## config.mk

```make
export PLATFORM = sky130hd
export DESIGN_NAME = timer16_normal_mode_control
export DESIGN_NICKNAME = d
export VERILOG_FILES = /design/src/rtl/timer16_normal_mode_control.v /design/src/rtl/prescale_divider.v
export VERILOG_INCLUDE_DIRS = /design/src /design/src/rtl
export SDC_FILE = /design/constraint.sdc
export NUM_CORES = 1
export LEC_CHECK = 0
export BUFFER_PORTS_ARGS = -buffer_cell sky130_fd_sc_hd__buf_2
export CAP_MARGIN = 15
export CORE_AREA = 2 2 183 185
export DETAILED_ROUTE_END_ITERATION = 10
export DIE_AREA = 0 0 185 187
export SETUP_SLACK_MARGIN = 0.15
export SLEW_MARGIN = 20
export SYNTH_ARGS = -nofsm -noshare
export SYNTH_HDL_FRONTEND = slang
export SYNTH_SLANG_ARGS = --single-unit
```

## constraint.sdc

```tcl
create_clock -name ref_clk -period 8.2 [get_ports ref_clk]
set_input_delay 0.41 -clock ref_clk [delete_from_list [all_inputs] [get_ports ref_clk]]
set_output_delay 0.41 -clock ref_clk [all_outputs]
set_load 0.01 [all_outputs]
```

## src/rtl/timer16_defines.vh

```
// constant set of the 16-bit timer control block
// assumes inclusion by bare name from rtl/ files only
`ifndef TIMER16_DEFINES_VH
`define TIMER16_DEFINES_VH

// register indices; byte address is four times the index
`define IDX_CTRL_PRIMARY   6'h00
`define IDX_CTRL_WAVEFORM  6'h01
`define IDX_CTRL_OVERRIDE  6'h02
`define IDX_CTRL_SPLIT     6'h03
`define IDX_CMD_DIR_CLR    6'h04
`define IDX_CMD_DIR_SET    6'h05
`define IDX_BV_CLR         6'h06
`define IDX_BV_SET         6'h07
`define IDX_EVENT_CTRL     6'h09
`define IDX_INT_ENABLE     6'h0A
`define IDX_INT_FLAGS      6'h0B
`define IDX_DEBUG_CTRL     6'h0E
`define IDX_HIGH_STAGING   6'h0F
`define IDX_COUNTER        6'h20
`define IDX_PERIOD         6'h26
`define IDX_COMPARE0       6'h28
`define IDX_COMPARE1       6'h2A
`define IDX_COMPARE2       6'h2C
`define IDX_PERIOD_BUF     6'h36
`define IDX_COMPARE_BUF0   6'h38
`define IDX_COMPARE_BUF1   6'h3A
`define IDX_COMPARE_BUF2   6'h3C

// field positions
`define BIT_ENABLE         0
`define BIT_STANDBY_RUN    7
`define BIT_AUTO_LOCK      3
`define BIT_DIR            0
`define BIT_LOCK           1
`define BIT_OVF_FLAG       0

// reset values and write masks
`define RST_BYTE           8'h00
`define RST_WORD           16'h0000
`define MASK_CTRL_PRIMARY  8'h8F
`define MASK_CTRL_WAVEFORM 8'h7F
`define MASK_FLAGS         8'h71

// waveform modes
`define WMODE_NORMAL       3'h0
`define WMODE_FREQ         3'h1
`define WMODE_ONE_RAMP     3'h3
`define WMODE_TWO_HIGH     3'h5
`define WMODE_TWO_BOTH     3'h6
`define WMODE_TWO_LOW      3'h7

// command codes
`define CMD_UPDATE         2'h1
`define CMD_RESTART        2'h2
`define CMD_HARD_RESET     2'h3

// bus answers
`define RESP_OKAY          2'h0
`define RESP_SLVERR        2'h2

`endif

```

## src/rtl/timer16_normal_mode_control.v

```verilog
// 16-bit timer control: registers, counter, buffers, waveform pins
// assumes an AXI4-Lite master on ref_clk and a sleep level on ref_clk
// Function
// RQ1 - standby_run set keeps timer running in standby; clear halts it
// RQ2 - prescale_select codes divide clock by 1,2,4,8,16,64,256,1024
// RQ3 - timer runs only while enable bit is one
// RQ4 - in frequency and PWM modes pin enable routes waveform to pin
// RQ5 - auto-lock holds lock set until all enabled buffer-valid bits set
// RQ6 - lock then stays clear until update copies buffers and relocks
// RQ7 - without auto-lock only software changes the lock bit
// RQ8 - TOP is period for modes 0,3,5,6,7 and compare zero for 1
// RQ9 - update and overflow points follow the waveform mode
// RQ10 - normal mode produces no waveform on outputs
// RQ11 - software sets port pin direction to output for waveforms
// RQ12 - lock blocks update copies; forced update command still copies
// RQ13 - buffer write sets its valid bit; update clears all valid bits
// RQ14 - interrupt asserted while a flag and its enable are both set
// RQ15 - prescaler ticks the counter and restarts when disabled
//
// Chosen here: the AXI4-Lite slave port.
`timescale 1ns/100ps
`default_nettype none
`include "timer16_defines.vh"

module timer16_normal_mode_control (
  input  wire        ref_clk,
  input  wire        resetn,
  input  wire        standby_sleep,
  input  wire [7:0]  s_axi_awaddr,
  input  wire        s_axi_awvalid,
  output reg         s_axi_awready,
  input  wire [31:0] s_axi_wdata,
  input  wire [3:0]  s_axi_wstrb,
  input  wire        s_axi_wvalid,
  output reg         s_axi_wready,
  output reg  [1:0]  s_axi_bresp,
  output reg         s_axi_bvalid,
  input  wire        s_axi_bready,
  input  wire [7:0]  s_axi_araddr,
  input  wire        s_axi_arvalid,
  output reg         s_axi_arready,
  output reg  [31:0] s_axi_rdata,
  output reg  [1:0]  s_axi_rresp,
  output reg         s_axi_rvalid,
  input  wire        s_axi_rready,
  output reg  [2:0]  waveform_pin_out,
  output reg  [2:0]  waveform_pin_oe,
  output reg         irq
);

  // software state
  reg  [7:0]  ctrl_primary_reg;
  reg  [7:0]  ctrl_waveform_reg;
  reg  [2:0]  override_reg;
  reg         split_reg;
  reg  [7:0]  event_ctrl_reg;
  reg  [7:0]  int_enable_reg;
  reg         debug_reg;
  reg  [7:0]  staging_reg;
  // timer state
  reg  [15:0] counter_reg;
  reg  [15:0] period_reg;
  reg  [15:0] period_buf_reg;
  reg  [15:0] compare_reg [0:2];
  reg  [15:0] compare_buf_reg [0:2];
  reg         dir_reg;
  reg         lock_reg;
  reg  [3:0]  buf_valid_reg;
  reg  [7:0]  flags_reg;
  reg  [2:0]  wave_reg;
  // bus state
  reg         aw_full_reg;
  reg         w_full_reg;
  reg  [5:0]  wr_idx_reg;
  reg  [31:0] wr_data_reg;
  reg  [3:0]  wr_strb_reg;

  wire        wr_go;
  wire        rd_go;
  wire [5:0]  rd_idx;
  wire        wr_b0;
  wire [7:0]  wr_byte;
  wire        run;
  wire        tick;
  wire [2:0]  mode;
  wire        auto_lock;
  wire [2:0]  pin_en;
  wire        dual;
  wire [15:0] top;
  wire        at_top;
  wire        at_bot;
  wire        upd_cond;
  wire        all_valid;
  wire        cmd_wr;
  wire [1:0]  cmd;
  wire        cmd_update;
  wire        cmd_restart;
  wire        do_copy;
  wire [2:0]  hit;
  wire        waveform_mode;
  reg         ovf_ev;
  reg  [31:0] rd_word;
  reg         rd_mapped;
  integer     n, nb, nw;

  // merge a 16-bit register with the two low write lanes
  function [15:0] merge16;
    input [15:0] old;
    input [31:0] data;
    input [3:0]  strb;
    begin
      merge16 = {strb[1] ? data[15:8] : old[15:8],
                 strb[0] ? data[7:0] : old[7:0]};
    end
  endfunction

  // decode the running conditions
  assign wr_go     = aw_full_reg & w_full_reg & ~s_axi_bvalid;
  assign rd_go     = s_axi_arvalid & s_axi_arready;
  assign rd_idx    = s_axi_araddr[7:2];
  assign wr_b0     = wr_strb_reg[0];
  assign wr_byte   = wr_data_reg[7:0];
  assign mode      = ctrl_waveform_reg[2:0];
  assign auto_lock = ctrl_waveform_reg[`BIT_AUTO_LOCK];
  assign pin_en    = ctrl_waveform_reg[6:4];
  // sleep level is produced on ref_clk by the power controller
  assign run = ctrl_primary_reg[`BIT_ENABLE] & // RQ3
               (~standby_sleep | ctrl_primary_reg[`BIT_STANDBY_RUN]); // RQ1

  prescale_divider u_prescale (
    .ref_clk         (ref_clk),
    .resetn          (resetn),
    .run             (run),
    .prescale_select (ctrl_primary_reg[3:1]),
    .tick            (tick)
  );

  // counting points for the selected mode
  assign dual = (mode == `WMODE_TWO_HIGH) | (mode == `WMODE_TWO_BOTH) |
                (mode == `WMODE_TWO_LOW);
  assign top  = (mode == `WMODE_FREQ) ? compare_reg[0] : period_reg; // RQ8
  assign at_top = (counter_reg == top);
  assign at_bot = (counter_reg == `RST_WORD);
  assign upd_cond = tick & (((mode == `WMODE_NORMAL) |
                             (mode == `WMODE_FREQ)) ? (~dir_reg & at_top)
                                                    : at_bot); // RQ9
  assign waveform_mode = (mode == `WMODE_FREQ) | (mode == `WMODE_ONE_RAMP) |
                         dual;

  // overflow point per mode
  always @* begin
    case (mode)
      `WMODE_NORMAL,
      `WMODE_FREQ:     ovf_ev = tick & (dir_reg ? at_bot : at_top); // RQ9
      `WMODE_ONE_RAMP: ovf_ev = tick & at_bot; // RQ9
      `WMODE_TWO_HIGH: ovf_ev = tick & at_top; // RQ9
      `WMODE_TWO_BOTH: ovf_ev = tick & (at_top | at_bot); // RQ9
      `WMODE_TWO_LOW:  ovf_ev = tick & at_bot; // RQ9
      default:         ovf_ev = 1'b0;
    endcase
  end

  // commands come through either command/direction register
  assign cmd_wr = wr_go & wr_b0 & ((wr_idx_reg == `IDX_CMD_DIR_SET) |
                                   (wr_idx_reg == `IDX_CMD_DIR_CLR));
  assign cmd         = wr_byte[3:2];
  assign cmd_update  = cmd_wr & (cmd == `CMD_UPDATE);
  assign cmd_restart = cmd_wr & ((cmd == `CMD_RESTART) |
                       ((cmd == `CMD_HARD_RESET) &
                        ~ctrl_primary_reg[`BIT_ENABLE]));
  assign do_copy = (upd_cond & ~lock_reg) | cmd_update; // RQ12
  // channels without a pin enable do not hold the lock
  assign all_valid = &(buf_valid_reg[3:1] | ~pin_en); // RQ5

  genvar g;
  generate
    for (g = 0; g < 3; g = g + 1) begin : g_hit
      assign hit[g] = tick & (counter_reg == compare_reg[g]);
    end
  endgenerate

  // write channel capture; ready falls until the response is taken
  always @(posedge ref_clk) begin
    if (!resetn) begin
      aw_full_reg   <= 1'b0;
      w_full_reg    <= 1'b0;
      wr_idx_reg    <= 6'h00;
      wr_data_reg   <= 32'h00000000;
      wr_strb_reg   <= 4'h0;
      s_axi_awready <= 1'b1;
      s_axi_wready  <= 1'b1;
      s_axi_bvalid  <= 1'b0;
      s_axi_bresp   <= `RESP_OKAY;
    end else begin
      if (s_axi_awvalid && s_axi_awready) begin
        aw_full_reg   <= 1'b1;
        wr_idx_reg    <= s_axi_awaddr[7:2];
        s_axi_awready <= 1'b0;
      end
      if (s_axi_wvalid && s_axi_wready) begin
        w_full_reg   <= 1'b1;
        wr_data_reg  <= s_axi_wdata;
        wr_strb_reg  <= s_axi_wstrb;
        s_axi_wready <= 1'b0;
      end
      if (wr_go) begin
        aw_full_reg  <= 1'b0;
        w_full_reg   <= 1'b0;
        s_axi_bvalid <= 1'b1;
        s_axi_bresp  <= (wr_idx_reg == 6'h08 || wr_idx_reg == 6'h0C ||
                         wr_idx_reg == 6'h0D) ? `RESP_SLVERR : `RESP_OKAY;
      end else if (s_axi_bvalid && s_axi_bready) begin
        s_axi_bvalid  <= 1'b0;
        s_axi_awready <= 1'b1;
        s_axi_wready  <= 1'b1;
      end
    end
  end

  // read data selection
  always @* begin
    rd_word   = 32'h00000000;
    rd_mapped = 1'b1;
    case (rd_idx)
      `IDX_CTRL_PRIMARY:  rd_word[7:0] = ctrl_primary_reg;
      `IDX_CTRL_WAVEFORM: rd_word[7:0] = ctrl_waveform_reg;
      `IDX_CTRL_OVERRIDE: rd_word[2:0] = override_reg;
      `IDX_CTRL_SPLIT:    rd_word[0]   = split_reg;
      `IDX_CMD_DIR_CLR,
      `IDX_CMD_DIR_SET:   rd_word[1:0] = {lock_reg, dir_reg};
      `IDX_BV_CLR,
      `IDX_BV_SET:        rd_word[3:0] = buf_valid_reg;
      `IDX_EVENT_CTRL:    rd_word[7:0] = event_ctrl_reg;
      `IDX_INT_ENABLE:    rd_word[7:0] = int_enable_reg;
      `IDX_INT_FLAGS:     rd_word[7:0] = flags_reg;
      `IDX_DEBUG_CTRL:    rd_word[0]   = debug_reg;
      `IDX_HIGH_STAGING:  rd_word[7:0] = staging_reg;
      `IDX_COUNTER:       rd_word[15:0] = counter_reg;
      `IDX_PERIOD:        rd_word[15:0] = period_reg;
      `IDX_COMPARE0:      rd_word[15:0] = compare_reg[0];
      `IDX_COMPARE1:      rd_word[15:0] = compare_reg[1];
      `IDX_COMPARE2:      rd_word[15:0] = compare_reg[2];
      `IDX_PERIOD_BUF:    rd_word[15:0] = period_buf_reg;
      `IDX_COMPARE_BUF0:  rd_word[15:0] = compare_buf_reg[0];
      `IDX_COMPARE_BUF1:  rd_word[15:0] = compare_buf_reg[1];
      `IDX_COMPARE_BUF2:  rd_word[15:0] = compare_buf_reg[2];
      default:            rd_mapped = 1'b0;
    endcase
  end

  // read channel: one cycle to the answer
  always @(posedge ref_clk) begin
    if (!resetn) begin
      s_axi_arready <= 1'b1;
      s_axi_rvalid  <= 1'b0;
      s_axi_rdata   <= 32'h00000000;
      s_axi_rresp   <= `RESP_OKAY;
    end else if (rd_go) begin
      s_axi_arready <= 1'b0;
      s_axi_rvalid  <= 1'b1;
      s_axi_rdata   <= rd_word;
      s_axi_rresp   <= rd_mapped ? `RESP_OKAY : `RESP_SLVERR;
    end else if (s_axi_rvalid && s_axi_rready) begin
      s_axi_rvalid  <= 1'b0;
      s_axi_arready <= 1'b1;
    end
  end

  // plain control registers
  always @(posedge ref_clk) begin
    if (!resetn) begin
      ctrl_primary_reg  <= `RST_BYTE;
      ctrl_waveform_reg <= `RST_BYTE;
      override_reg      <= 3'h0;
      split_reg         <= 1'b0;
      event_ctrl_reg    <= `RST_BYTE;
      int_enable_reg    <= `RST_BYTE;
      debug_reg         <= 1'b0;
      staging_reg       <= `RST_BYTE;
    end else if (wr_go && wr_b0) begin
      case (wr_idx_reg)
        `IDX_CTRL_PRIMARY:
          ctrl_primary_reg <= wr_byte & `MASK_CTRL_PRIMARY;
        `IDX_CTRL_WAVEFORM:
          ctrl_waveform_reg <= wr_byte & `MASK_CTRL_WAVEFORM;
        `IDX_CTRL_OVERRIDE: override_reg   <= wr_byte[2:0];
        `IDX_CTRL_SPLIT:    split_reg      <= wr_byte[0];
        `IDX_EVENT_CTRL:    event_ctrl_reg <= wr_byte;
        `IDX_INT_ENABLE:    int_enable_reg <= wr_byte & `MASK_FLAGS;
        `IDX_DEBUG_CTRL:    debug_reg      <= wr_byte[0];
        `IDX_HIGH_STAGING:  staging_reg    <= wr_byte;
        default:            staging_reg    <= staging_reg;
      endcase
    end
  end

  // counter, direction and compare/period values
  always @(posedge ref_clk) begin
    if (!resetn) begin
      counter_reg <= `RST_WORD;
      dir_reg     <= 1'b0;
      period_reg  <= 16'hFFFF;
      for (n = 0; n < 3; n = n + 1) begin
        compare_reg[n] <= `RST_WORD;
      end
    end else begin
      // counting sequence; software writes below take precedence
      if (tick) begin
        if (dual) begin
          if (!dir_reg && at_top) begin
            dir_reg     <= 1'b1;
            counter_reg <= counter_reg - 16'h0001;
          end else if (dir_reg && at_bot) begin
            dir_reg     <= 1'b0;
            counter_reg <= counter_reg + 16'h0001;
          end else if (dir_reg) begin
            counter_reg <= counter_reg - 16'h0001;
          end else begin
            counter_reg <= counter_reg + 16'h0001;
          end
        end else if (dir_reg) begin
          counter_reg <= at_bot ? top : counter_reg - 16'h0001;
        end else begin
          counter_reg <= (counter_reg >= top) ? `RST_WORD
                                              : counter_reg + 16'h0001;
        end
      end
      // only buffers holding fresh data are transferred
      if (do_copy) begin
        if (buf_valid_reg[0]) period_reg <= period_buf_reg; // RQ12
        for (n = 0; n < 3; n = n + 1) begin
          if (buf_valid_reg[n+1]) compare_reg[n] <= compare_buf_reg[n]; // RQ6
        end
      end
      if (cmd_restart) begin
        counter_reg <= `RST_WORD;
        dir_reg     <= 1'b0;
      end
      if (wr_go) begin
        case (wr_idx_reg)
          `IDX_COUNTER:  counter_reg <= merge16(counter_reg, wr_data_reg,
                                                wr_strb_reg);
          `IDX_PERIOD:   period_reg <= merge16(period_reg, wr_data_reg,
                                               wr_strb_reg);
          `IDX_COMPARE0: compare_reg[0] <= merge16(compare_reg[0],
                                                   wr_data_reg, wr_strb_reg);
          `IDX_COMPARE1: compare_reg[1] <= merge16(compare_reg[1],
                                                   wr_data_reg, wr_strb_reg);
          `IDX_COMPARE2: compare_reg[2] <= merge16(compare_reg[2],
                                                   wr_data_reg, wr_strb_reg);
          `IDX_CMD_DIR_SET: if (wr_b0 && wr_byte[`BIT_DIR]) dir_reg <= 1'b1;
          `IDX_CMD_DIR_CLR: if (wr_b0 && wr_byte[`BIT_DIR]) dir_reg <= 1'b0;
          default: ;
        endcase
      end
    end
  end

  // buffers, their valid bits and the update lock
  always @(posedge ref_clk) begin
    if (!resetn) begin
      period_buf_reg <= 16'hFFFF;
      buf_valid_reg  <= 4'h0;
      lock_reg       <= 1'b0;
      for (nb = 0; nb < 3; nb = nb + 1) begin
        compare_buf_reg[nb] <= `RST_WORD;
      end
    end else begin
      if (do_copy) buf_valid_reg <= 4'h0; // RQ13
      // lock only moves on its own under auto-lock
      if (auto_lock) begin
        if (lock_reg && all_valid) begin
          lock_reg <= 1'b0; // RQ5
        end else if (!lock_reg && upd_cond) begin
          lock_reg <= 1'b1; // RQ6
        end
      end
      if (wr_go) begin
        case (wr_idx_reg)
          `IDX_PERIOD_BUF: begin
            period_buf_reg   <= merge16(period_buf_reg, wr_data_reg,
                                        wr_strb_reg);
            buf_valid_reg[0] <= 1'b1; // RQ13
          end
          `IDX_COMPARE_BUF0: begin
            compare_buf_reg[0] <= merge16(compare_buf_reg[0], wr_data_reg,
                                          wr_strb_reg);
            buf_valid_reg[1]   <= 1'b1; // RQ13
          end
          `IDX_COMPARE_BUF1: begin
            compare_buf_reg[1] <= merge16(compare_buf_reg[1], wr_data_reg,
                                          wr_strb_reg);
            buf_valid_reg[2]   <= 1'b1; // RQ13
          end
          `IDX_COMPARE_BUF2: begin
            compare_buf_reg[2] <= merge16(compare_buf_reg[2], wr_data_reg,
                                          wr_strb_reg);
            buf_valid_reg[3]   <= 1'b1; // RQ13
          end
          `IDX_BV_SET: if (wr_b0) buf_valid_reg <= buf_valid_reg |
                                                   wr_byte[3:0];
          `IDX_BV_CLR: if (wr_b0) buf_valid_reg <= buf_valid_reg &
                                                   ~wr_byte[3:0];
          `IDX_CMD_DIR_SET:
            if (wr_b0 && wr_byte[`BIT_LOCK]) lock_reg <= 1'b1; // RQ7
          `IDX_CMD_DIR_CLR:
            if (wr_b0 && wr_byte[`BIT_LOCK]) lock_reg <= 1'b0; // RQ7
          `IDX_CTRL_WAVEFORM: if (wr_b0 && wr_byte[`BIT_AUTO_LOCK])
            lock_reg <= 1'b1; // RQ5
          default: ;
        endcase
      end
    end
  end

  // sticky flags: read or write-one clears, a new event wins
  always @(posedge ref_clk) begin
    if (!resetn) begin
      flags_reg <= `RST_BYTE;
      irq       <= 1'b0;
    end else begin
      flags_reg <= ((rd_go && rd_idx == `IDX_INT_FLAGS) ? `RST_BYTE :
                    (wr_go && wr_b0 && wr_idx_reg == `IDX_INT_FLAGS) ?
                    (flags_reg & ~wr_byte) : flags_reg) |
                   {1'b0, hit, 3'h0, ovf_ev};
      irq <= |(flags_reg & int_enable_reg); // RQ14
    end
  end

  // waveform generator; override bits drive it while the enable bit is clear
  always @(posedge ref_clk) begin
    if (!resetn) begin
      wave_reg <= 3'h0;
    end else if (!ctrl_primary_reg[`BIT_ENABLE]) begin
      wave_reg <= override_reg;
    end else begin
      for (nw = 0; nw < 3; nw = nw + 1) begin
        case (mode)
          `WMODE_FREQ: if (hit[nw]) wave_reg[nw] <= ~wave_reg[nw];
          `WMODE_ONE_RAMP: begin
            if (hit[nw]) wave_reg[nw] <= 1'b0;
            else if (tick && at_bot) wave_reg[nw] <= 1'b1;
          end
          `WMODE_TWO_HIGH,
          `WMODE_TWO_BOTH,
          `WMODE_TWO_LOW: if (hit[nw]) wave_reg[nw] <= dir_reg;
          default: wave_reg[nw] <= wave_reg[nw]; // RQ10
        endcase
      end
    end
  end

  // pin drive; normal mode and disabled channels leave the port alone
  always @(posedge ref_clk) begin
    if (!resetn) begin
      waveform_pin_out <= 3'h0;
      waveform_pin_oe  <= 3'h0;
    end else begin
      waveform_pin_oe  <= pin_en & {3{waveform_mode}}; // RQ4
      waveform_pin_out <= wave_reg & pin_en & {3{waveform_mode}}; // RQ4
    end
  end

endmodule // timer16_normal_mode_control

`default_nettype wire

```

## src/rtl/prescale_divider.v

```verilog
// divider that turns the peripheral clock into counting ticks
// assumes run comes from logic on ref_clk
`timescale 1ns/100ps
`default_nettype none

module prescale_divider (
  input  wire       ref_clk,
  input  wire       resetn,
  input  wire       run,
  input  wire [2:0] prescale_select,
  output wire       tick
);

  reg  [9:0] div_reg;
  reg  [9:0] limit;

  // terminal count per code, divide ratio minus one
  always @* begin
    case (prescale_select)
      3'h0:    limit = 10'h000;
      3'h1:    limit = 10'h001;
      3'h2:    limit = 10'h003;
      3'h3:    limit = 10'h007;
      3'h4:    limit = 10'h00F;
      3'h5:    limit = 10'h03F;
      3'h6:    limit = 10'h0FF;
      default: limit = 10'h3FF;
    endcase
  end

  assign tick = run & (div_reg >= limit); // RQ2

  // restart from zero while stopped so the first period is whole
  always @(posedge ref_clk) begin
    if (!resetn || !run) begin
      div_reg <= 10'h000; // RQ15
    end else if (tick) begin
      div_reg <= 10'h000;
    end else begin
      div_reg <= div_reg + 10'h001; // RQ15
    end
  end

endmodule // prescale_divider

`default_nettype wire

```

Yosys cells after proc, flatten, opt, wreduce, memory -nomap -nowiden
Memories as Yosys holds them, arrays and structs flattened.
Index checks and enable logic that the tools add are counted.
{ "totals": {"register_bits": 170, "ram_bits": 96, "inputBits": 60, "out_inout_bits": 48, "word_cells": 376, "mem_count": 2} }
{ "mem_list": {"columns": ["memory", "depth", "word_bits", "rd", "rd_ports_with_merged_regs", "write_ports", "line_no", "source"], "rows": [
  ["compare_buf_reg", 3, 16, 3, 0, 3, "timer16_normal_mode_control.v:65", "reg [15:0] compare_buf_reg [0:2];"],
  ["compare_reg", 3, 16, 3, 0, 3, "timer16_normal_mode_control.v:64", "reg [15:0] compare_reg [0:2];"]
]} }
{ "op_classes": {"add_sub_neg": 3, "n_lt_le_gt_ge": 2, "n_eq_ne": 77, "mux": 142, "bitwise_logic": 60, "reduce_logical": 52} }
{ "ops": {"columns": ["cell", "count"], "rows": [
  ["16-bit 2-to-1 mux", 25],
  ["8-bit 2-to-1 mux", 16],
  ["6-bit == test (second input constant)", 18],
  ["6-bit by 4-bit == test with 1-bit output (second input constant)", 13],
  ["1-bit 2-to-1 mux", 77],
  ["8-bit case mux with 9 select lines", 1],
  ["10-bit case mux with 7 select lines", 1],
  ["16-bit == test", 4],
  ["4-bit case mux with 15 select lines", 1],
  ["6-bit by 3-bit == test with 1-bit output (second input constant)", 8],
  ["3-bit != test (second input constant)", 10],
  ["6-bit by 2-bit == test with 1-bit output (second input constant)", 4],
  ["1-bit case mux with 3 select lines", 8],
  ["22-bit OR reduction", 1],
  ["1-bit AND", 20],
  ["1-bit case mux with 20 select lines", 1],
  ["1-bit OR", 19],
  ["3-bit == test (second input constant)", 6],
  ["1-bit case mux with 17 select lines", 1],
  ["16-bit by 1-bit adder with 16-bit output (second input constant)", 1],
  ["16-bit greater-or-equal comparator", 1],
  ["16-bit zero test", 1],
  ["4-bit 2-to-1 mux", 4],
  ["1-bit case mux with 16 select lines", 1],
  ["other kinds (38)", 94]
]} }

Depth between registers and ports, before layout
Gate-level depths: netlist (run 1).
{ "logic_depth": {"ltp_word": 13, "ltp_mapped": 15} }

Cells and area by module
Synthesis (run 1) repeated with hierarchy kept, for this count alone.
{ "hier_totals": {"cells_unflattened": 1611, "hier_area_um2": 14607.8} }
{ "modules_own_cells": {"columns": ["module", "n_inst", "cells_each", "area_per_inst_um2", "seq_area_each_um2"], "rows": [
  ["timer16_normal_mode_control", 1, 1537, 13927.1, 6045.8],
  ["prescale_divider", 1, 74, 680.7, 200.2]
]} }

Least setup slack after synthesis (run 1)
No wires, ideal clock.
{ "synth_path": {"path_kind": "reg2reg", "start": "register ctrl_waveform_reg[2]", "end": "memory compare_reg[2][0] (netlist: compare_reg[0][32]) (enable)", "setup_time_ps": 375, "arrival_time_ps": 3340, "t_required_ps": 7825, "slack_ps": 4485, "stages_incl_launch_ff": 14, "period_less_slack_ps": 3715, "cell_sequence": "dfxtp_1 > clkbuf_1 > nor3b_1 > buf_2 > buf_2 > mux2i_1 > ha_1 > nand4_1 > nor4_4 > and3_1 > o21ai_1 > o21ai_2 > a211oi_1 > a21oi_1"} }
{ "synth_lines": {"columns": ["item", "line_no", "source"], "rows": [
  ["start: declaration", "timer16_normal_mode_control.v:53", "reg [7:0] ctrl_waveform_reg;"],
  ["start signal: assignment", "timer16_normal_mode_control.v:273", "ctrl_waveform_reg <= `RST_BYTE;"],
  ["start signal: assignment", "timer16_normal_mode_control.v:285", "ctrl_waveform_reg <= wr_byte & `MASK_CTRL_WAVEFORM;"],
  ["end: declaration", "timer16_normal_mode_control.v:64", null]
]} }

==> results by group, run 1 <==
STA
  – Tcrit/Tclk final: 59.66%
  – Period minus WS final: about 5000 ps
  – Worst-margin pin slew: 1160 ps
  – RSZ-0062 raised after global routing: no
  – Slew headroom: 21.96%
  – Final hold violation count: 0
  – Final setup fails: 0
  – Worst hold slack: 52.03 ps
  – Final slew viol count: 0
  – Clock skew: 27.12 ps
  – Setup TNS: 0 ps
  – Fmax: 204.4 MHz

Yosys
  – Post-synth top flop: dfxtp_1
  – Largest cells by area after synthesis: dfxtp_1, edfxtp_1, nand2_1
  – Post-synth EDFFs: 96
  – Synth warnings: 0
  – Syn_area_per_cell: between 8 and 9 sq um
  – Distinct cells, synth: 81
  – Synthesis-stage register bit count: 264
  – Cell taking the most area after synthesis: dfxtp_1
  – Synth top cells by count: nand2_1, dfxtp_1, a21oi_1
  – Count leader, synth: nand2_1
  – Post-synth design cell area: 14,560 sq um
  – Register area share after synthesis: 42.90%
  – Ys async rst share: 0%
  – Top-area cell type share of the netlist area: 23.10%
  – Mapped Cells: between 1,500 and 2,000

Floorplanning
  – Die height: 187 um
  – Effective utilization at floorplan: 44.30%
  – Row count: 67
  – Die W: 185 um
  – DIE AREA: 34,600 sq um
  – Total core area: between 30,000 and 40,000 sq um
  – IO Pins: 108

Layout
  – Layout cells sized above 1: 11.38%
  – Nets: 1,746
  – Area delta synth->final: 11.18%
  – Post-route cell area: 16,190 sq um
  – Ant. Diodes: 0
  – Post-layout utilization of the core: between 40% and 50%

Clocking
  – Post-CTS Setup Inserts: 0
  – Clk sinks: 264
  – Clock buffers created by TritonCTS: 29
  – Max clock buf depth: 3
  – Hold-fix buffers, CTS: 0
  – Worst skew pair latency: 570 ps
  – Clock root buffer: clkbuf_16
  – H-tree depth: 1
  – CTS clk-pin slew, worst paths: 60 ps
  – CTS-repair resized insts: 0
  – CTS tree: yes

Drt
  – Vias/cell: 6.332
  – 1st-pass router iterations: 10
  – Post-Route WL: 51.54 mm
  – Via count: approximately 13,000
  – Wire per inst: ~24 um
  – Number of remaining DRC errors: 0
  – Initial detailed-routing violation count: 2,217
  – Post-route ant nets: 0

Critical path
  – R2R cell count: 12
  – Worst setup SP type: flip-flop
  – CP max-delay cell: a21oi_1
  – Reg2reg end: compare_reg[0][4]$_DFFE_PP_
  – Crit. End Element: flip-flop
  – Critical path required time: 8380 ps
  – Critical path cell sequence: nor3b_2, buf_4, mux2i_1, ha_1, nand4_1, nor4_4, and3_1, o21ai_1, o21ai_2, buf_4, a211oi_1, a21oi_1
  – CP top delay family: simple AND/OR/NAND/NOR gates
  – CP arrival: 5070 ps
  – Critical path class: reg -> reg
  – Critical Path Max Stage Delay: ~760 ps
  – Critical R2R Launch: ctrl_waveform_reg[0]$_SDFFE_PN0P_
  – Register-to-Register Setup Slack: 3310 ps
  – Crit path max fanout: 27
  – CP Buf/Inv Count: 2
  – Most frequent CP cell: buf_4

Run status
  – Outcome: completed

Placement
  – Dpl cell area: 15,230 sq um
  – PortBufs: 67
  – Routability Congestion: around 0.98
  – Post-DP HPWL: 37.10 mm

Power
  – Leakage: 5.928 nW
  – Switching part of the total: 25.05%
  – Pwr dens: 182.7 nW/um^2
  – Net Switching: 0.0007409 W
  – Comb pwr share: 6.5%
  – Reg power frac: 48.5%
  – VDD IR max: ~0.17 mV
  – Total power: 0.002957 W
  – Clock share of power: approximately 45%
  – Pint: 0.002216 W

Worst hold path
  – Hold Path Class: in -> reg
  – Hold path startpoint: s_axi_wvalid
  – Worst Hold Path Cells: 2
  – Hold EP: s_axi_wready$_SDFF_PN1_

GRT
  – Total grt overflow: 0
  – GRT Util Overall: between 20% and 30%
  – Number of global-route vias before repair: 12,520
  – Largest net degree at the start of global routing: 59
  – Initial antenna violation count: 0
  – First-pass GRT wire length: 77.20 mm

Job
  – Reported max-cap violation count: 0
[cell type report]
class / instances / area [sq um]
Fill cell: 3152 / 16670
Multi-Input combinational cell: 1230 / 7699
Sequential cell: 264 / 6246
Timing Repair Buffer: 106 / 628.1
Clock inverter: 16 / 172.7
Tap cell: 448 / 560.5
Clock buffer: 37 / 785.8
Inverter: 25 / 95.09
[cells by family after synthesis]
group	synth area share [%]
xor+xnor	4.452
other cells	0.02576
flops	42.90
buf+inv	5.002
compound gates	21.27
fa+ha+maj	2.578
simple gates	20.46
mux	3.309
[routing by layer]
layer / up-vias / wire length (um) / track usage (%)
met1: 6398 / 21770 / 42.62
met3: 124 / 5539 / 4.167
met4: 0 / 2099 / 11.72
met2: 819 / 22130 / 43.86
met5: - / 0 / 0
li1: 6121 / - / -
[how the worst max path moves through the flow]
stage | startpoint | end | slack (ps) | depth (start not counted)
floorplan | ctrl_waveform_reg[2]$_SDFFE_PN0P_ | compare_reg[0][32]$_DFFE_PP_ | 4490 | 13
global placement | ctrl_waveform_reg[0]$_SDFFE_PN0P_ | compare_reg[0][3]$_DFFE_PP_ | 3560 | 12
detailed placement | ctrl_waveform_reg[0]$_SDFFE_PN0P_ | compare_reg[0][0]$_DFFE_PP_ | 3430 | 12
CTS | ctrl_waveform_reg[0]$_SDFFE_PN0P_ | compare_reg[0][0]$_DFFE_PP_ | 3370 | 12
global route | ctrl_waveform_reg[0]$_SDFFE_PN0P_ | compare_reg[0][4]$_DFFE_PP_ | 3120 | 12
finish | ctrl_waveform_reg[0]$_SDFFE_PN0P_ | compare_reg[0][4]$_DFFE_PP_ | 3310 | 12
[power by group through the flow]
stage	logic [W]	clock network [W]	registers, W
detailed placement	0.000188	0	0.00146
global placement	0.000187	0	0.00146
finish	0.000192	0.00133	0.00143
CTS	0.000189	0.00135	0.00143
floorplan	0.000132	0	0.00143
global route	0.000207	0.00140	0.00143
[cells in the final DEF, fill, tap and decap left out, types with 47 or more instances in the layout]
| master | Yosys | final |
|---|---|---|
| nand2_1 | 225 | 225 |
| dfxtp_1 | 168 | 168 |
| a21oi_1 | 127 | 127 |
| nor2_1 | 111 | 108 |
| nand3_1 | 101 | 101 |
| edfxtp_1 | 96 | 96 |
| o21ai_0 | 75 | 75 |
| buf_2 | 15 | 67 |
| mux2i_1 | 47 | 47 |
| xnor2_1 | 47 | 47 |
[through the flow]
step	setup WS (ps)	cells
after floorplan	4485	1659
after global placement	3560	2073
after detailed placement	3425	2073
after CTS	3369	2126
after global routing	3125	2126
final	3308	2126
Power figures use the tool's default switching activity.
==> inputs of run 2 (changes only) <==
Clock period 8.2 ns to 4.1 ns, I/O delays scaled along.
==> results by group, run 2 (synthesized netlist as in run 1, its figures left out) <==
Run status
  – Outcome: completed

Critical path
  – Critical path class: reg -> reg
  – Worst setup SP type: flip-flop
  – CP arrival: 4010 ps (-1060 ps)
  – R2R cell count: 12 (unchanged)
  – Register-to-Register Setup Slack: 350 ps (-2950 ps)
  – Crit. End Element: flip-flop
  – Crit path max fanout: 19 (-30%)
  – Critical path required time: 4370 ps (-4010 ps)
  – Critical R2R Launch: ctrl_waveform_reg[0]$_SDFFE_PN0P_
  – Reg2reg end: compare_reg[0][3]$_DFFE_PP_

STA
  – Fmax: 267.0 MHz (+31%)
  – Clock skew: 10.64 ps (-16.48 ps)
  – Final setup fails: 0 (unchanged)
  – RSZ-0062 raised after global routing: no
  – Setup TNS: 0 ps (unchanged)
  – Period minus WS final: 3746 ps (-1146 ps)
  – Final hold violation count: 0 (unchanged)
  – Tcrit/Tclk final: 91.36% (+32 points)
  – Final slew viol count: 0 (unchanged)
  – Fin worst setup slack: 354.1 ps (-2954 ps)
  – Worst-margin pin slew: 1083 ps (-77.38 ps)
  – Slew headroom: 27.73% (+5.8 points)

Worst hold path
  – Hold path startpoint: s_axi_araddr[2]
  – Hold EP: s_axi_rresp[1]$_SDFFE_PN0P_
  – Hold Path Class: in -> reg
  – Worst Hold Path Cells: 3 (+1)

Power
  – Comb pwr share: 6.9% (+0.4 points)
  – Pint: 0.004501 W (+100%)
  – Clock share of power: 44.9% (about the same)
  – Switching part of the total: 24.52% (-0.53 points)
  – Pwr dens: 355.6 nW/um^2 (+95%)
  – Net Switching: 0.001463 W (+97%)
  – Leakage: 6.215 nW (+4.8%)
  – Reg power frac: 48.2% (-0.3 points)
  – VDD IR max: 0.2743 mV (+57%)

Clocking
  – H-tree depth: 1 (unchanged)
  – Worst skew pair latency: 550 ps (-20 ps)
  – Clock root buffer: clkbuf_16
  – Clock buffers created by TritonCTS: 29 (unchanged)
  – Max clock buf depth: 3 (unchanged)
  – CTS tree: yes
  – CTS clk-pin slew, worst paths: 70 ps (about the same)
  – Clk sinks: 264 (unchanged)

Drt
  – Initial detailed-routing violation count: 2,072 (-6.5%)
  – Post-Route WL: 52.28 mm (+1.4%)
  – Vias/cell: 6.198 (-2.1%)
  – 1st-pass router iterations: 9 (-1)
  – Number of remaining DRC errors: 0 (unchanged)
  – Wire per inst: 23.87 um (-1.5%)
  – Post-route ant nets: 0 (unchanged)
  – Via count: 13,570 (+0.82%)

Layout
  – Ant. Diodes: 0 (unchanged)
  – Most frequent cells in the layout: nand2_1, dfxtp_1, a21oi_1, nor2_1, nand3_1
  – Layout cells sized above 1: 12.40% (+1.0 points)
  – Nets: 1,810 (+3.7%)
  – Area delta synth->final: 15.21%
  – Commonest non-fill, non-tap cell in the layout: nand2_1
  – Fill cells: 3,129 (-0.73%)
  – Post-route cell area: 16,770 sq um (+3.6%)

Floorplanning
  – Row count: 67 (unchanged)
  – Die W: 185 um (unchanged)
  – Effective utilization at floorplan: 44.30% (unchanged)
  – DIE AREA: 34,600 sq um (unchanged)
  – IO Pins: 108 (unchanged)
  – Die height: 187 um (unchanged)
  – Total core area: 32,860 sq um (unchanged)

GRT
  – Number of global-route vias before repair: 12,630 (+0.86%)
  – Initial antenna violation count: 0 (unchanged)
  – Total grt overflow: 0 (unchanged)
  – Largest net degree at the start of global routing: 52 (-12%)
  – GRT Util Overall: 29.91% (+0.56 points)
  – First-pass GRT wire length: 79.20 mm (+2.6%)

Placement
  – Dpl ws: 348.3 ps (-3077 ps)
  – Routability Congestion: 1.104 (+13%)
  – PortBufs: 67 (unchanged)
  – Post-DP HPWL: 38.21 mm (+3.0%)
  – Dpl cell area: 15,450 sq um (+1.4%)

Job
  – Reported max-cap violation count: 0 (unchanged)
[run 2: area by class of cell]
type                            instances  area, sq um  share of cell area (%)
Inverter                               25        95.09                  0.5669
Clock inverter                         17        196.4                   1.171
Timing Repair Buffer                  170         1209                   7.206
Tap cell                              448        560.5                   3.342
Sequential cell                       264         6246                   37.24
Multi-Input combinational cell       1230         7695                   45.87
Clock buffer                           36        772.0                   4.602
[run 2: repair_timing]
item                                    4_1_cts  5_1_grt
buffers inserted                              0        0
hold buffers                                 35        0
gates resized for setup                       0        2
endpoints found under the setup margin        0       27
hold endpoints to repair                     30        0
[run 2: power by group through the flow]
stage / sequential, W / clock [W] / combinational, W
after floorplan: 0.00287 / 0 / 0.000264
after global placement: 0.00293 / 0 / 0.000368
after detailed placement: 0.00293 / 0 / 0.000371
after CTS: 0.00287 / 0.00271 / 0.000399
after global routing: 0.00288 / 0.00280 / 0.000439
final: 0.00288 / 0.00268 / 0.000410
[run 2: how the worst max path moves through the flow]
stage | start | depth (start not counted) | slack (ps) | end
3_3_place_gp | ctrl_waveform_reg[1]$_SDFFE_PN0P_ | 11 | 450 | period_reg[13]$_SDFFE_PN1P_
3_5_place_dp | ctrl_waveform_reg[1]$_SDFFE_PN0P_ | 11 | 350 | period_reg[12]$_SDFFE_PN1P_
2_1_floorplan | ctrl_waveform_reg[2]$_SDFFE_PN0P_ | 13 | 390 | compare_reg[0][32]$_DFFE_PP_
5_1_grt | ctrl_waveform_reg[0]$_SDFFE_PN0P_ | 12 | 190 | compare_reg[0][2]$_DFFE_PP_
4_1_cts | ctrl_waveform_reg[0]$_SDFFE_PN0P_ | 11 | 310 | period_reg[5]$_SDFFE_PN1P_
6_report | ctrl_waveform_reg[0]$_SDFFE_PN0P_ | 12 | 350 | compare_reg[0][3]$_DFFE_PP_
[run 2: metal layers]
metal / wire length, um / track usage (%)
met2: 23010 / 46.44
met4: 1761 / 8.913
met1: 22210 / 43.22
met3: 5298 / 4.206
met5: 0 / 0
[run 2: critical path, stage by stage (launching register included)]
cell and delay [ps]:
dfxtp_1 340, nor3b_2 250, buf_12 210, mux2i_1 320, ha_1 190, nand4_1 330, nor4_4 400, and3_1 210
o21ai_1 120, o21ai_4 300, a211oi_1 160, a21oi_1 380, buf_4 230
[run 2: stage by stage]
step	instances	power, W	util (%)	hold slack [ps]
after floorplan	1659	0.003131	-	305.4
after global placement	2102	0.003295	47.01	416.1
after detailed placement	2102	0.003298	47.01	423.9
after CTS	2190	0.005976	51.02	111.1
after global routing	2190	0.006118	51.04	159.1
final	2190	0.005964	51.04	125.4
==> inputs of run 3 (changes only) <==
==> constraint.sdc (replaced) <==
create_clock -name ref_clk -period 4.1 [get_ports ref_clk]
set_input_delay 0.41 -clock ref_clk [delete_from_list [all_inputs] [get_ports ref_clk]]
set_output_delay 0.41 -clock ref_clk [all_outputs]
set_load 0.01 [all_outputs]
==> results by group, run 3 (synthesized netlist as in run 1, its figures left out) <==
Run status
  – Outcome: completed

Drt
  – 1st-pass router iterations: 6 (-3)
  – Wire per inst: 24.17 um (+1.2%)
  – Met2 WL: 22.85 mm (-0.73%)
  – Uppermost layer routed: met4
  – Post-Route WL: 52.12 mm (-0.30%)
  – Initial detailed-routing violation count: 1,958 (-5.5%)
  – Vias/cell: 6.296 (+1.6%)
  – Via count: 13,580 (+0.052%)
  – Number of remaining DRC errors: 0 (unchanged)
  – Post-route ant nets: 0 (unchanged)
  – Met3 WL: 5.333 mm (+0.66%)
  – Metal-1 WL: 22.03 mm (-0.79%)

GRT
  – First-pass GRT wire length: 78.65 mm (-0.69%)
  – Total grt overflow: 0 (unchanged)
  – Largest net degree at the start of global routing: 70 (+35%)
  – Initial antenna violation count: 0 (unchanged)
  – GRT Util Overall: 29.78% (-0.14 points)
  – Number of global-route vias before repair: 12,540 (-0.71%)

Power
  – Pwr dens: 363.0 nW/um^2 (+2.1%)
  – Net Switching: 0.001473 W (+0.70%)
  – Pint: 0.004492 W (-0.22%)
  – Comb pwr share: 6.4% (-0.5 points)
  – Leakage: 6.100 nW (-1.9%)
  – Clock share of power: 45.4% (+0.5 points)
  – Reg power frac: 48.2% (about the same)
  – Switching part of the total: 24.69% (+0.17 points)
  – VDD IR max: 0.3170 mV (+16%)

Critical path
  – Crit. End Element: flip-flop
  – Critical path class: reg -> reg
  – Crit path max fanout: 16 (-3)
  – CP arrival: 4180 ps (+170 ps)
  – Worst setup SP type: flip-flop
  – Critical path required time: 4580 ps (+210 ps)

Placement
  – Dpl ws: 348.7 ps (+0.3190 ps)
  – Post-DP HPWL: 38.34 mm (+0.32%)
  – Routability Congestion: 0.9974 (-9.7%)
  – PortBufs: 67 (unchanged)

Layout
  – Nets: 1,777 (-1.8%)
  – Ant. Diodes: 0 (unchanged)
  – Post-layout utilization of the core: 50.00% (-1.0 points)
  – Area delta synth->final: 12.86%
  – Fill cells: 3,138 (+0.29%)
  – Most frequent cells in the layout: nand2_1, dfxtp_1, a21oi_1, nor2_1, nand3_1
  – Layout cells sized above 1: 12.81% (+0.41 points)
  – Commonest non-fill, non-tap cell in the layout: nand2_1

STA
  – Final setup fails: 0 (unchanged)
  – RSZ-0062 raised after global routing: no
  – Final hold violation count: 0 (unchanged)
  – Slew headroom: 34.34% (+6.6 points)
  – Period minus WS final: 3701 ps (-44.62 ps)
  – Tcrit/Tclk final: 90.28% (-1.1 points)
  – Fmax: 270.2 MHz (+1.2%)
  – Worst-margin pin slew: 984.9 ps (-97.64 ps)
  – Setup TNS: 0 ps (unchanged)
  – Final slew viol count: 0 (unchanged)
  – Clock skew: 9.920 ps (-0.7226 ps)
  – Fin worst setup slack: 398.7 ps (+44.62 ps)

Job
  – Reported max-cap violation count: 0 (unchanged)

Clocking
  – Clk sinks: 264 (unchanged)
  – Post-CTS Setup Inserts: 0 (unchanged)
  – CTS-repair resized insts: 0 (unchanged)
  – Max clock buf depth: 3 (unchanged)
  – Clock root buffer: clkbuf_16
  – Hold-fix buffers, CTS: 0 (-100%)
  – H-tree depth: 1 (unchanged)
  – CTS clk-pin slew, worst paths: 60 ps (about the same)
  – Clock buffers created by TritonCTS: 29 (unchanged)
  – CTS tree: yes
  – Worst skew pair latency: 560 ps (about the same)

Floorplanning
  – Die W: 185 um (unchanged)
  – Effective utilization at floorplan: 44.30% (unchanged)
  – IO Pins: 108 (unchanged)
  – Row count: 67 (unchanged)
  – DIE AREA: 34,600 sq um (unchanged)
  – Die height: 187 um (unchanged)
  – Total core area: 32,860 sq um (unchanged)

Worst hold path
  – Hold Path Class: in -> reg
## run 3: area by class of cell
cell class / count / area [sq um] / share of cell area (%)
Multi-Input combinational cell: 1230 / 7687 / 46.79
Clock buffer: 39 / 823.3 / 5.011
Sequential cell: 264 / 6246 / 38.01
Timing Repair Buffer: 137 / 860.8 / 5.239
Inverter: 25 / 95.09 / 0.5787
Tap cell: 448 / 560.5 / 3.412
Clock inverter: 14 / 157.7 / 0.9595
## run 3: stage by stage
step                std cells  total power [W]  hold slack (ps)  cell area, sq um
finish                   2157         0.005964            67.46             16430
global route             2157         0.006116            105.4             16430
CTS                      2157         0.005968            57.48             16430
detailed placement       2104         0.003302            429.5             15450
global placement         2104         0.003298            419.0             15450
floorplan                1659         0.003131            411.6             14620
## run 3: critical path, stage by stage (launching register included)
cell,delay [ps]
dfxtp_1,320
nor3b_2,170
buf_4,300
mux2i_1,380
ha_1,330
nand4_1,230
nor4_4,100
buf_4,170
nand3_1,250
nand2_1,420
a221o_1,450
a2111o_1,430
o211ai_2,70
## run 3: worst paths after layout
| check | start | end | slack [ps] | depth (start not counted) |
|---|---|---|---|---|
| min reg2reg | flags_reg[3]$_SDFFE_PP0P_ | flags_reg[3]$_SDFFE_PP0P_ | 440 | 2 |
| max | ctrl_waveform_reg[1]$_SDFFE_PN0P_ | counter_reg[9]$_SDFFE_PN0P_ | 400 | 12 |
| min | s_axi_wvalid | s_axi_wready$_SDFF_PN1_ | 70 | 2 |
| max reg2reg | ctrl_waveform_reg[1]$_SDFFE_PN0P_ | counter_reg[9]$_SDFFE_PN0P_ | 400 | 12 |
## run 3: per-layer routing
layer,vias to the layer above,track usage (%)
met5,-,0
li1,6179,-
met4,0,9.524
met1,6460,42.85
met2,833,45.81
met3,108,4.595
## run 3: power by group through the flow
stage                     combinational [W]  sequential, W  clock (W)
after floorplan                    0.000264        0.00287          0
after global placement             0.000374        0.00292          0
after detailed placement           0.000376        0.00293          0
after CTS                          0.000377        0.00287    0.00272
after global routing               0.000414        0.00288    0.00282
final                              0.000383        0.00288    0.00271
